**config.mk**
```make
export PLATFORM = sky130hd
export DESIGN_NAME = fwsb_host
export DESIGN_NICKNAME = d
export VERILOG_FILES = /design/src/common/fwsb_pkg.sv /design/src/fwsb_cycle.sv /design/src/fwsb_host.sv
export SDC_FILE = /design/constraint.sdc
export NUM_CORES = 1
export LEC_CHECK = 0
export BUFFER_PORTS_ARGS = -buffer_cell sky130_fd_sc_hd__buf_2
export CORE_MARGIN = 2
export CORE_UTILIZATION = 50
export DETAILED_ROUTE_END_ITERATION = 12
export PLACE_DENSITY = 0.8
export SYNTH_ARGS = -nofsm -noshare
export SYNTH_HDL_FRONTEND = slang
export SYNTH_HIERARCHICAL = 1
export SYNTH_SLANG_ARGS = --single-unit
export TNS_END_PERCENT = 100
```
**constraint.sdc**
```tcl
create_clock -name ref_clk_i -period 7.4 [get_ports ref_clk_i]
set_input_delay 1.11 -clock ref_clk_i [delete_from_list [all_inputs] [get_ports ref_clk_i]]
set_output_delay 1.11 -clock ref_clk_i [all_outputs]
set_load 0.01 [all_outputs]
```
**src/common/fwsb_pkg.sv**
```systemverilog
package fwsb_pkg;

	// ------------------------------------------------------------
	// status bit positions on the flash data bus
	// ------------------------------------------------------------
	localparam int POLL_POS    = 7;
	localparam int TOG1_POS    = 6;
	localparam int TMO_POS     = 5;
	localparam int WIN_POS     = 3;
	localparam int TOG2_POS    = 2;

	// ------------------------------------------------------------
	// bus widths and timing
	// ------------------------------------------------------------
	localparam int ADDR_W      = 22;
	localparam int DATA_W      = 16;
	localparam int CLK_MHZ     = 200;
	// read strobe width in ns, least time, rounded up
	localparam int RD_NS       = 70;
	localparam int RD_CYC      = (RD_NS * CLK_MHZ + 999) / 1000;
	// write pulse width in ns, least time, rounded up
	localparam int WR_NS       = 50;
	localparam int WR_CYC      = (WR_NS * CLK_MHZ + 999) / 1000;
	// sector erase window in us
	localparam int WIN_US      = 50;
	localparam int WIN_CYC     = WIN_US * CLK_MHZ;
	localparam int CNT_W       = 16;

	// ------------------------------------------------------------
	// command words
	// ------------------------------------------------------------
	localparam logic [15:0] CMD_RESET  = 16'h00F0;
	localparam logic [15:0] CMD_ERASE  = 16'h0030;

	// ------------------------------------------------------------
	// user operations and answers
	// ------------------------------------------------------------
	typedef enum logic [2:0]
	{
		FWSB_OP_READ   = 3'h0,
		FWSB_OP_WRITE  = 3'h1,
		FWSB_OP_POLL   = 3'h2,
		FWSB_OP_SERASE = 3'h3,
		FWSB_OP_RESET  = 3'h4
	} fwsb_op_type;

	typedef struct packed
	{
		fwsb_op_type             op;
		logic [ADDR_W-1:0]       addr;
		logic [DATA_W-1:0]       data;
	} fwsb_req_type;

	typedef struct packed
	{
		logic [DATA_W-1:0]       data;
		logic                    done;     // operation finished well
		logic                    fail;     // timing limit exceeded
		logic                    late;     // added erase may be lost
	} fwsb_rsp_type;

endpackage

```
**src/fwsb_cycle.sv**
```systemverilog
`timescale 1ns/1ps
`default_nettype none

// one flash bus cycle: strobe held for a fixed count, data sampled at end
module fwsb_cycle
	import fwsb_pkg::*;
(
	input  wire logic              ref_clk_i,
	input  wire logic              rst_n_i,
	input  wire logic              go_i,
	input  wire logic              wr_i,
	input  wire logic [DATA_W-1:0] dq_in_i,
	output logic                   ce_n_o,
	output logic                   oe_n_o,
	output logic                   we_n_o,
	output logic                   dq_oe_n_o,
	output logic [DATA_W-1:0]      rdata_o,
	output logic                   busy_o,
	output logic                   done_o
);

	logic [7:0]        cnt_r, cnt_nxt;
	logic              act_r, act_nxt;
	logic              wr_r,  wr_nxt;
	logic              done_r, done_nxt;
	logic [DATA_W-1:0] rd_r,  rd_nxt;

	// ------------------------------------------------------------
	// next state; read data is caught on the last strobe cycle
	// ------------------------------------------------------------
	always_comb
	begin
		cnt_nxt  = cnt_r;
		act_nxt  = act_r;
		wr_nxt   = wr_r;
		rd_nxt   = rd_r;
		done_nxt = 1'b0;
		if (!act_r && go_i)
		begin
			act_nxt = 1'b1;
			wr_nxt  = wr_i;
			cnt_nxt = wr_i ? 8'(WR_CYC) : 8'(RD_CYC);
		end
		else if (act_r)
		begin
			if (cnt_r == 8'h01)
			begin
				act_nxt  = 1'b0;
				done_nxt = 1'b1;
				if (!wr_r)
					rd_nxt = dq_in_i;
			end
			cnt_nxt = cnt_r - 8'h01;
		end
	end

	// ------------------------------------------------------------
	// registers
	// ------------------------------------------------------------
	always_ff @(posedge ref_clk_i or negedge rst_n_i)
	begin
		if (!rst_n_i)
		begin
			cnt_r  <= 8'h00;
			act_r  <= 1'b0;
			wr_r   <= 1'b0;
			done_r <= 1'b0;
			rd_r   <= 16'h0000;
		end
		else
		begin
			cnt_r  <= cnt_nxt;
			act_r  <= act_nxt;
			wr_r   <= wr_nxt;
			done_r <= done_nxt;
			rd_r   <= rd_nxt;
		end
	end

	// strobes are decoded from act_r and wr_r; only ce_n_o comes straight from a register
	assign ce_n_o    = !act_r;
	assign oe_n_o    = !(act_r && !wr_r);
	assign we_n_o    = !(act_r && wr_r);
	assign dq_oe_n_o = !(act_r && wr_r);
	assign rdata_o   = rd_r;
	assign busy_o    = act_r;
	assign done_o    = done_r;

endmodule

`default_nettype wire

```
**src/fwsb_host.sv**
```systemverilog
// Operation
// - after timeout issue reset command; the host only reports fail, the user then sends FWSB_OP_RESET
// - fast added erases may skip window check
// - confirm acceptance, check window around commands
// - window high afterwards: command maybe lost
// - status reads need a valid address
`timescale 1ns/1ps
`default_nettype none

module fwsb_host
	import fwsb_pkg::*;
(
	input  wire logic              ref_clk_i,
	input  wire logic              nrst_i,
	// user side
	input  wire logic              req_valid_i,
	input  wire fwsb_req_type      req_i,
	output logic                   req_ready_o,
	output logic                   rsp_valid_o,
	output fwsb_rsp_type           rsp_o,
	// flash pins
	output logic [ADDR_W-1:0]      flash_addr_o,
	output logic [DATA_W-1:0]      flash_dq_o,
	input  wire logic [DATA_W-1:0] flash_dq_i,
	output logic                   flash_dq_oe_n_o,
	output logic                   flash_ce_n_o,
	output logic                   flash_oe_n_o,
	output logic                   flash_we_n_o,
	input  wire logic              ready_busy_output_i
);

	// ------------------------------------------------------------
	// reset release and pin synchroniser
	// ------------------------------------------------------------
	logic       rst_a_r, rst_n;
	logic [2:0] rb_sync_r;
	logic       rb_r;

	always_ff @(posedge ref_clk_i or negedge nrst_i)
	begin
		if (!nrst_i)
		begin
			rst_a_r <= 1'b0;
			rst_n   <= 1'b0;
		end
		else
		begin
			rst_a_r <= 1'b1;
			rst_n   <= rst_a_r;
		end
	end

	// busy pin changes count once stages two and three agree
	always_ff @(posedge ref_clk_i or negedge rst_n)
	begin
		if (!rst_n)
		begin
			rb_sync_r <= 3'b111;
			rb_r      <= 1'b1;
		end
		else
		begin
			rb_sync_r <= {rb_sync_r[1:0], ready_busy_output_i};
			if (rb_sync_r[1] == rb_sync_r[2])
				rb_r <= rb_sync_r[2];
		end
	end

	// ------------------------------------------------------------
	// state machine
	// ------------------------------------------------------------
	typedef enum logic [6:0]
	{
		ST_IDLE  = 7'b000_0001,
		ST_CYC   = 7'b000_0010,
		ST_POLLA = 7'b000_0100,
		ST_POLLB = 7'b000_1000,
		ST_PRE   = 7'b001_0000,
		ST_POST  = 7'b010_0000,
		ST_RSP   = 7'b100_0000
	} fwsb_st_type;

	fwsb_st_type       st_r, st_nxt;
	fwsb_req_type      cur_r, cur_nxt;
	fwsb_rsp_type      rsp_r, rsp_nxt;
	logic [DATA_W-1:0] first_r, first_nxt;
	logic              win_open_r, win_open_nxt;
	logic              go, go_wr, cyc_busy, cyc_done;
	logic [DATA_W-1:0] cyc_rdata;
	logic [DATA_W-1:0] wdata;

	fwsb_cycle u_cycle
	(
		.ref_clk_i (ref_clk_i),
		.rst_n_i   (rst_n),
		.go_i      (go),
		.wr_i      (go_wr),
		.dq_in_i   (flash_dq_i),
		.ce_n_o    (flash_ce_n_o),
		.oe_n_o    (flash_oe_n_o),
		.we_n_o    (flash_we_n_o),
		.dq_oe_n_o (flash_dq_oe_n_o),
		.rdata_o   (cyc_rdata),
		.busy_o    (cyc_busy),
		.done_o    (cyc_done)
	);

	// toggle check: bit changed between two reads
	function automatic logic toggled(input logic [DATA_W-1:0] a,
		input logic [DATA_W-1:0] b, input int pos);
		toggled = a[pos] ^ b[pos];
	endfunction

	// next state; the address of the request stays on the pins
	// throughout so status is read from a valid busy-bank address
	always_comb
	begin
		st_nxt       = st_r;
		cur_nxt      = cur_r;
		rsp_nxt      = rsp_r;
		first_nxt    = first_r;
		win_open_nxt = win_open_r;
		go           = 1'b0;
		go_wr        = 1'b0;
		wdata        = cur_r.data;
		case (st_r)
			ST_IDLE:
			begin
				if (req_valid_i)
				begin
					cur_nxt = req_i;
					rsp_nxt = '0;
					case (req_i.op)
						FWSB_OP_WRITE:  st_nxt = ST_CYC;
						FWSB_OP_READ:   st_nxt = ST_CYC;
						FWSB_OP_RESET:  st_nxt = ST_CYC;
						FWSB_OP_POLL:   st_nxt = ST_POLLA;
						FWSB_OP_SERASE: st_nxt = ST_PRE;
						default:        st_nxt = ST_RSP;
					endcase
				end
			end
			ST_CYC:
			begin
				go    = !cyc_busy && !cyc_done;
				go_wr = cur_r.op != FWSB_OP_READ;
				if (cur_r.op == FWSB_OP_RESET)
					wdata = CMD_RESET;
				if (cyc_done)
				begin
					rsp_nxt.data = cyc_rdata;
					rsp_nxt.done = 1'b1;
					// sector erase still owes its second window check
					if (cur_r.op == FWSB_OP_SERASE)
						st_nxt = ST_POST;
					else
						st_nxt = ST_RSP;
				end
			end
			ST_POLLA:
			begin
				go = !cyc_busy && !cyc_done;
				if (cyc_done)
				begin
					first_nxt = cyc_rdata;
					st_nxt    = ST_POLLB;
				end
			end
			ST_POLLB:
			begin
				go = !cyc_busy && !cyc_done;
				if (cyc_done)
				begin
					rsp_nxt.data = cyc_rdata;
					if (!toggled(first_r, cyc_rdata, TOG1_POS))
					begin
						rsp_nxt.done = 1'b1;
						st_nxt       = ST_RSP;
					end
					else if (cyc_rdata[TMO_POS])
					begin
						first_nxt = cyc_rdata;
						if (first_r[TMO_POS])
						begin
							rsp_nxt.fail = 1'b1;
							st_nxt       = ST_RSP;
						end
					end
					else
						first_nxt = cyc_rdata;
				end
			end
			ST_PRE:
			begin
				go = !cyc_busy && !cyc_done;
				if (cyc_done)
				begin
					win_open_nxt = !cyc_rdata[WIN_POS] && !rb_r;
					if (cyc_rdata[WIN_POS] && !rb_r)
					begin
						rsp_nxt.late = 1'b1;
						st_nxt       = ST_RSP;
					end
					else
						st_nxt = ST_CYC;
					cur_nxt.data = CMD_ERASE;
				end
			end
			ST_POST:
			begin
				go = !cyc_busy && !cyc_done;
				if (cyc_done)
				begin
					rsp_nxt.data = cyc_rdata;
					if (win_open_r && cyc_rdata[WIN_POS])
						rsp_nxt.late = 1'b1;
					st_nxt = ST_RSP;
				end
			end
			ST_RSP:
			begin
				st_nxt = ST_IDLE;
			end
			default:
				st_nxt = ST_IDLE;
		endcase
	end

	always_ff @(posedge ref_clk_i or negedge rst_n)
	begin
		if (!rst_n)
		begin
			st_r       <= ST_IDLE;
			cur_r      <= '0;
			rsp_r      <= '0;
			first_r    <= 16'h0000;
			win_open_r <= 1'b0;
		end
		else
		begin
			st_r       <= st_nxt;
			cur_r      <= cur_nxt;
			rsp_r      <= rsp_nxt;
			first_r    <= first_nxt;
			win_open_r <= win_open_nxt;
		end
	end

	// ------------------------------------------------------------
	// outputs
	// ------------------------------------------------------------
	assign req_ready_o  = st_r == ST_IDLE;
	assign rsp_valid_o  = st_r == ST_RSP;
	assign rsp_o        = rsp_r;
	assign flash_addr_o = cur_r.addr;
	assign flash_dq_o   = wdata;

	// ------------------------------------------------------------
	// checks
	// ------------------------------------------------------------
	a_fail_needs_tmo: assert property (@(posedge ref_clk_i)
		disable iff (!rst_n) rsp_valid_o && rsp_o.fail
		|-> rsp_o.data[TMO_POS])
		else $error("fail reported without timeout bit");

	a_reset_word: assert property (@(posedge ref_clk_i)
		disable iff (!rst_n) (st_r == ST_CYC && cur_r.op == FWSB_OP_RESET
		&& !flash_we_n_o) |-> flash_dq_o == CMD_RESET)
		else $error("reset cycle drove wrong word");

	a_addr_hold: assert property (@(posedge ref_clk_i)
		disable iff (!rst_n) !flash_ce_n_o && $past(!flash_ce_n_o)
		|-> $stable(flash_addr_o))
		else $error("address moved during a cycle");

	a_rsp_one: assert property (@(posedge ref_clk_i)
		disable iff (!rst_n) rsp_valid_o |=> !rsp_valid_o)
		else $error("answer held too long");

	a_done_after: assert property (@(posedge ref_clk_i)
		disable iff (!rst_n) st_r == ST_POLLB && cyc_done
		&& !toggled(first_r, cyc_rdata, TOG1_POS) |=> rsp_valid_o)
		else $error("poll finished without answer");

	a_strobe_excl: assert property (@(posedge ref_clk_i)
		disable iff (!rst_n) !(!flash_oe_n_o && !flash_we_n_o))
		else $error("read and write strobes together");

	a_drive_write: assert property (@(posedge ref_clk_i)
		disable iff (!rst_n) !flash_we_n_o |-> !flash_dq_oe_n_o)
		else $error("write without data drive");

	a_ready_idle: assert property (@(posedge ref_clk_i)
		disable iff (!rst_n) rsp_valid_o |=> req_ready_o)
		else $error("not idle after answer");

	a_late_post: assert property (@(posedge ref_clk_i)
		disable iff (!rst_n) st_r == ST_POST && cyc_done && win_open_r
		&& cyc_rdata[WIN_POS] |=> rsp_valid_o && rsp_o.late)
		else $error("closed window after erase not flagged");

endmodule

`default_nettype wire

```
; Yosys cells after proc, flatten, opt, wreduce, memory -nomap -nowiden
; Cells that the tools add are included.
[op_classes]
add_sub_neg = 1
n_eq_ne = 29
muxes = 48
bitwise = 3
reduce_logical = 35
[op_table]
columns = op, count
row1 = 7-bit 2-to-1 mux, 13
row2 = 16-bit 2-to-1 mux, 5
row3 = 16-bit case mux with 4 select lines, 1
row4 = 7-bit case mux with 6 select lines, 1
row5 = 16-bit case mux with 2 select lines, 1
row6 = 7-bit case mux with 3 select lines, 1
row7 = 19-bit 2-to-1 mux, 1
row8 = 18-bit 2-to-1 mux, 1
row9 = 17-bit 2-to-1 mux, 1
row10 = 1-bit 2-to-1 mux, 16
row11 = 8-bit 2-to-1 mux, 2
row12 = 7-bit case mux with 2 select lines, 1
row13 = "2-bit by 1-bit inequality test with 1-bit output, second input constant", 6
row14 = "2-bit inequality test, second input constant", 6
row15 = 6-bit AND reduction, 2
row16 = 5-bit AND reduction, 2
row17 = "3-bit by 2-bit equality test with 1-bit output, second input constant", 3
row18 = 3-bit nonzero test, 3
row19 = "8-bit by 1-bit equality test with 1-bit output, second input constant", 1
row20 = 4-bit AND reduction, 2
row21 = 8-bit AND reduction, 1
row22 = 2-bit nonzero test, 4
row23 = "8-bit by 1-bit subtractor with 8-bit output, second input constant", 1
row24 = "7-bit by 1-bit equality test with 1-bit output, second input constant", 1
row25 = other kinds (24), 40
[totals]
regBits = 108
input_bits = 61
output_inout_bits = 63
wordCells = 135

; Logic depth before layout (Yosys ltp)
; Gate-level depths: netlist (run 1).
[logic_depth]
depth_word = 6
ltp_mapped = 9

; Hierarchy
; Netlist (run 1), hierarchy kept.
[by_module_without_submodules]
columns = mod, instances, cells_per_inst, area_per_inst_um2, seq_area_each_um2
row1 = fwsb_host, 1, 346, 3756.1, 1908.1
row2 = fwsb_cycle, 1, 87, 1163.6, 675.6

; Least setup slack after synthesis (run 1)
; Ideal clock, no wire load.
[synth_timing]
path_type = reg-to-output
from = register st_r[3]
to = output flash_dq_o[0]
arrival_time_ns = 1.778
setup_slack_ns = 4.512
path_stages_with_launch = 7
path_cell_list = dfrtp_1 -> buf_6 -> or3_1 -> buf_6 -> nor4_2 -> buf_2 -> a31oi_1
[synth_via]
elab_chain_len = 2
[synth_rtl]
columns = element, line_no
row1 = from (decl), fwsb_host.sv:83  ; fwsb_st_type st_r, st_nxt;
row2 = from (signal assigned), fwsb_host.sv:241  ; st_r <= st_nxt;
row3 = 7-bit by 2-bit equality test with 1-bit output, fwsb_host.sv:126  ; case (st_r)
row4 = 16-bit 2-to-1 mux, fwsb_host.sv:126
row5 = to (decl), fwsb_host.sv:23  ; output logic [DATA_W-1:0] flash_dq_o,
; Every way passes these cells.

; Worst setup path after layout (run 1)
[layout_timing]
from = register st_r[3]
to = output flash_dq_o[4]
; The elaborated chain is that of the path after synthesis.

==> results of run 1 <==
==> final timing paths <==
path	depth (start not counted)	end	slack [ns]
setup / recovery	6	flash_dq_o[4]	3.92
hold / removal	0	rsp_o[1]	0.33
setup reg to reg	4	cur_r[4]	4.55
hold reg to reg	0	rsp_o[1]	0.33
max in group asynchronous	1	u_cycle/rdata_o[6]	5.95
min in group ref_clk_i	0	rst_n	0.36
==> cells in the final DEF, fill, tap and decap left out, types with 4 or more instances in the layout <==
cell type  count
dfstp_2        5
inv_1         36
nor2_1        11
dfrtp_1       97
mux2i_1       34
xor2_1         6
o21ai_0       12
mux2_2        44
nand3_1        5
a21oi_1        4
clkbuf_8      10
a31oi_1       13
nor3_1         8
buf_2        123
inv_6          4
nand2_1       46
nand2b_1      11
==> power groups by stage <==
| stage | combinational (mW) | clock [mW] | sequential, mW |
|---|---|---|---|
| finish | 0.791 | 0.368 | 0.881 |
| global route | 0.875 | 0.408 | 0.909 |
| CTS | 0.803 | 0.382 | 0.880 |
| detailed placement | 0.800 | 0 | 0.892 |
| global placement | 0.773 | 0 | 0.879 |
| floorplan | 0.709 | 0 | 0.842 |
==> state kept, by name, indices dropped and copies added (netlist names) <==
signal           count
flash_addr_o        22
cur_r               19
rsp_o               19
u_cycle/rdata_o     16
u_cycle/cnt_r        8
st_r                 7
rb_sync_r            3
first_r              2
rb_r                 1
rst_a_r              1
rst_n                1
u_cycle/busy_o       1
u_cycle/done_o       1
u_cycle/wr_r         1
win_open_r           1
==> metal layers <==
| metal | wire length [um] | track usage [%] |
|---|---|---|
| met1 | 4350 | 25.4 |
| met2 | 4420 | 28.6 |
| met3 | 791 | 5.71 |
| met4 | 101 | 4.86 |
| met5 | 0 | 0 |
==> logic make-up after synthesis <==
| group | after synthesis | share of synthesized area (%) |
|---|---|---|
| flip-flops | 103 | 52.5 |
| AO/OA/AOI/OAI | 47 | 6.49 |
| other | 1 | 0.0762 |
| AND/OR/NAND/NOR | 110 | 12.2 |
| XOR/XNOR | 7 | 1.25 |
| multiplexers | 80 | 17.4 |
| buffers and inverters | 82 | 9.28 |
| adder cells (fa/ha/maj) | 3 | 0.712 |
==> critical path, stage by stage (launching register included) <==
cell and delay, ns:
dfrtp_1 0.50, or3_1 0.56, nor4_2 0.24, buf_4 0.24, nand3_1 0.19, nand2b_1 0.14
buf_2 0.14
==> layout make-up <==
| type | count | area [um2] | share of cell area, % |
|---|---|---|---|
| sequential | 103 | 2590 | 46.1 |
| multi-input combinational | 248 | 1880 | 33.5 |
| timing repair buffer | 126 | 638 | 11.4 |
| tap | 133 | 166 | 2.96 |
| clock buffer | 10 | 138 | 2.45 |
| inverter | 36 | 135 | 2.41 |
| clock inverter | 6 | 73.8 | 1.31 |
==> flow_summary.yaml, run 1 <==
run_status:
  status: "finished, final reports clean"
final_layout:
  final_core_util_pct: 58.3
  nFillCells: 831
  final_nets: 587
  fin_cells: 662
  syn2layout_area_growth_pct: 14.2
  num_antenna_cells: 0
  fin_area_mm2: 0.00562
  layout-drive-gt1-share_pct: 37.8
timing:
  fin_skew_ns: 0.0137
  period_share_pct: 47.0
  fin_crit_ns: 3.48
  fmax_mhz: 288
  setup_viol: 0
  rsz0062_at_grt: "no"
  final_max_slew_viol_count: 0
  finalWorstSetupSlack_ns: 3.92
  finalHoldViolations: 0
  tightest_slew_ns: 1.13
  relSlewSlack_pct: 24.5
  finalSetupTns_ns: 0
  holdWs_ns: 0.330
clock_network:
  root_buffer: "clkbuf_8"
  hold_buffers: 0
  clkLatencyLatePin_ns: 0.36
  cts-resized-gates: 0
  cts_tree: "built"
  htreeDepth: 3
  cts_sinks: 103
  numCtsBuffers: 9
  clkSlewWorstSetupHoldPaths_ns: 0.11
  cts_buffer_depth: 2
  postCtsSetupRepairBufs: 0
power:
  swShare_pct: 36.6
  comb_power_share_pct: 38.8
  total_power_mw: 2.04
  p_per_area_mw_per_mm2: 363
  p_seq_share_pct: 43.2
  peakVddDrop_mv: 0.122
  p_int_mw: 1.30
  power_switching_uw: 746
  power.leakage_nw: 2.79
  pwr-share-clk_pct: 18.1
synthesis:
  synth_ff_type: "dfrtp_1"
  synth-edff-count: 0
  yosysTopAreaCellShare_pct: 49.8
  yosysMostFrequentCell: "dfrtp_1"
  synth_cell_type_count: 55
  synth_area_leaders: "dfrtp_1, mux2_2, mux2i_1"
  synth_common_cells: "dfrtp_1, nand2_1, mux2_2"
  ys_seq_area_share_pct: 52.5
  synth_fp_nets: 496
  synth_seq_cells: 103
  ys_async_sr_fraction_pct: 100
  yosysTopAreaCell: "dfrtp_1"
  syn_area_per_cell_um2: 11.4
  syn-cell-area_mm2: 0.00492
  synth_cells: 433
  yosys_warnings: 6
place:
  dp_hpwl_um: 6980
  placedInstanceArea_mm2: 0.00541
  gp_congestion: 0.884
  pre_cts_ws_ns: 4.32
  place.port_buffers: 123
  placed_cells: 646
worst_setup_path:
  critPathRequiredTime_ns: 6.29
  critPathCaptureType: "primary output"
  crit_arrival_ns: 2.37
  r2r-start: "st_r[1]"
  critPathLaunch: "st_r[3]"
  worst-path-max-fanout: 15
  crit_type: "reg2out"
  cp-start-kind: "flip-flop"
detailed_routing:
  drc: 0
  drtAntennaViolNets: 0
  vias: 3416
  detail_route.iter0.violations: 243
  routedWlPerCell_um: 14.6
  wl_um: 9670
  avgViaCountPerCell: 5.16
  drtPass1Iterations: 5
floorplanning:
  fp-row-count: 36
  io_pins: 124
  core_mm2: 0.00964
  die_x_um: 103
  die_h_um: 103
  die_area_mm2: 0.0106
  initial_core_util_pct: 51.0
worst_hold_path:
  hold_path.class: "reg2async"
global_route:
  grt_usage_pct: 18.4
  grt_remaining_overflow: 0
  grt_max_degree: 58
  grt_first_pass_wirelength_um: 15200
  grt_pass1_vias: 3137
  grt_antenna_before_repair: 0
run:
  maxCapViolCount: 0
No activity file was read; power rests on OpenSTA's default activity.
==> run 2, diff against run 1 <==
--- a/config.mk
+++ b/config.mk
@@ -7,7 +7,7 @@
 export LEC_CHECK = 0
 export BUFFER_PORTS_ARGS = -buffer_cell sky130_fd_sc_hd__buf_2
 export CORE_MARGIN = 2
-export CORE_UTILIZATION = 50
+export CORE_UTILIZATION = 48
 export DETAILED_ROUTE_END_ITERATION = 12
 export PLACE_DENSITY = 0.8
 export SYNTH_ARGS = -nofsm -noshare
==> constraint.sdc (replaced) <==
create_clock -name ref_clk_i -period 2.9 [get_ports ref_clk_i]
set_input_delay 0.435 -clock ref_clk_i [delete_from_list [all_inputs] [get_ports ref_clk_i]]
set_output_delay 0.435 -clock ref_clk_i [all_outputs]
set_load 0.01 [all_outputs]
==> run 2 against run 1 <==
Net effect:
- critical path depth stayed put
- cell count grew 0.76%
- global-route usage shrank 0.71 points
- power grew to 2.5 times the previous value
- die area rose by 4.0%
- worst setup slack worse by 3.8 ns
- critical path type unchanged
- largest cell class unchanged
- largest power group unchanged
==> flow_summary.yaml, run 2 (synthesis gave the netlist of run 1 again) <==
global_route:
  grt_remaining_overflow: 0
  grt_first_pass_wirelength_um: 15900
  grt_pass1_vias: 3370
  grt_max_degree: 54
  grt_antenna_before_repair: 0
  grt_usage_pct: 17.7
place:
  dp_hpwl_um: 7130
  placed_cells: 650
  place.port_buffers: 123
  placedInstanceArea_mm2: 0.00545
  gp_congestion: 0.878
worst_setup_path:
  critPathLaunch: "st_r[3]"
  crit_arrival_ns: 2.32
  critPathSlowestCell: "dfrtp_1"
  r2r-start: "st_r[2]"
  crit_type: "reg2out"
  critPathBufInv: 2
  worst-path-max-fanout: 15
  critPathCaptureType: "primary output"
  worst-r2r-setup-slack_ns: 0.44
  path_depth: 6
  slowest_delay_ns: 0.54
  cp-start-kind: "flip-flop"
  cpLargestDelayFamily: "simple AND/OR/NAND/NOR gates"
  critPathRequiredTime_ns: 2.47
  endpoint: "flash_dq_o[4]"
  rr_endpoint: "rsp_o[3]"
  rr_worst_depth: 4
  cp_cell_sequence: "or3_4 > nor4_2 > buf_4 > nand3_1 > nand2b_1 > buf_2"
detailed_routing:
  drc: 0
  drtPass1Iterations: 4
  vias: 3438
  avgViaCountPerCell: 5.15
  routedWlPerCell_um: 14.6
  drtAntennaViolNets: 0
  detail_route.iter0.violations: 258
  wl_um: 9740
timing:
  fmax_mhz: 363
  period_share_pct: 95.0
  fin_crit_ns: 2.76
  finalSetupTns_ns: 0
  fin_skew_ns: 0.0112
  rsz0062_at_grt: "no"
  final_max_slew_viol_count: 0
  finalHoldViolations: 0
  setup_viol: 0
  tightest_slew_ns: 1.04
  relSlewSlack_pct: 30.7
power:
  power.leakage_nw: 2.80
  peakVddDrop_mv: 0.421
  pwr-share-clk_pct: 16.9
  p_seq_share_pct: 43.6
  swShare_pct: 37.5
  comb_power_share_pct: 39.5
  p_per_area_mw_per_mm2: 914
  p_int_mw: 3.23
  power_switching_mw: 1.94
  total_power_mw: 5.17
floorplanning:
  die_x_um: 105
  fp-row-count: 36
  io_pins: 124
  die_h_um: 105
  die_area_mm2: 0.0111
  initial_core_util_pct: 49.9
  core_mm2: 0.00986
worst_hold_path:
  holdPathStages: 1
  hold_path.class: "in2reg"
run_status:
  status: "finished, final reports clean"
clock_network:
  cts_tree: "built"
  clkLatencyLatePin_ns: 0.37
  postCtsSetupRepairBufs: 0
  root_buffer: "clkbuf_8"
  htreeDepth: 3
  clkSlewWorstSetupHoldPaths_ns: 0.11
  cts_buffer_depth: 2
  cts_sinks: 103
  numCtsBuffers: 9
final_layout:
  final_core_util_pct: 57.4
  largest_reg_flops: 22
  nFillCells: 875
  num_antenna_cells: 0
  syn2layout_area_growth_pct: 15.1
  fin_cells: 667
  layout-drive-gt1-share_pct: 38.4
  final_cell_mix: "buf_2, dfrtp_1, nand2_1"
  fin_area_mm2: 0.00566
  layout_commonest_cell: "buf_2"
  final_nets: 592
run:
  maxCapViolCount: 0
-- run 2: cell types whose count changed in the layout (fill, tap and decap cells not counted) --
cell           delta
or3_1             -1
clkinvlp_4        +1
buf_4             +3
buf_12            +1
dlygate4sd3_1     +1
inv_8             +2
inv_6             -2
or3_4             +1
bufinv_16         -1
clkbuf_8          -1
clkinv_8          +1
-- run 2: final cells by class --
| type | instances | area, um2 | area share [%] |
|---|---|---|---|
| clock inverter | 7 | 72.6 | 1.28 |
| inverter | 36 | 135 | 2.39 |
| clock buffer | 9 | 124 | 2.19 |
| tap | 133 | 166 | 2.94 |
| sequential | 103 | 2590 | 45.7 |
| timing repair buffer | 131 | 691 | 12.2 |
| multi-input combinational | 248 | 1880 | 33.3 |
-- run 2: worst reg2reg max path, stage by stage (launching register included) --
cell      delay [ns]
dfrtp_1         0.50
nor4_1          0.39
o211ai_1        0.30
o31ai_4         0.90
mux2i_1         0.29
-- run 2: routing by layer --
metal,global-route usage (%),vias up,wire (um)
li1,-,1643,-
met1,23.4,1652,4300
met2,28.7,129,4550
met3,4.51,14,697
met4,5.81,0,191
met5,0,-,0
-- run 2: how the worst min path moves through the flow --
stage / startpoint / endpoint / slack (ns)
2_1_floorplan: nrst_i / rst_a_r / 0.14
3_3_place_gp: nrst_i / rst_a_r / 0.22
3_5_place_dp: nrst_i / rst_a_r / 0.23
4_1_cts: ready_busy_output_i / rb_sync_r[0] / 0.15
5_1_grt: ready_busy_output_i / rb_sync_r[0] / 0.14
6_report: ready_busy_output_i / rb_sync_r[0] / 0.17
-- run 2: repair_timing --
item	CTS	global route
hold buffers	1	0
endpoints found under the hold margin	2	0
setup endpoints to repair	0	4
gates resized for setup	0	1
-- run 2: through the flow --
step	setup slack [ns]	hold WS, ns
final	0.144	0.166
after CTS	0.0750	0.149
after global placement	0.566	0.224
after floorplan	0.687	0.139
after global routing	0.0199	0.140
after detailed placement	0.462	0.225
-- run 2: power by group through the flow --
stage	Sequential [mW]	Clock, mW	Combinational, mW
final	2.25	0.875	2.04
after floorplan	2.15	0	1.81
after CTS	2.26	0.908	2.06
after detailed placement	2.29	0	2.05
after global routing	2.32	0.969	2.24
after global placement	2.25	0	1.99
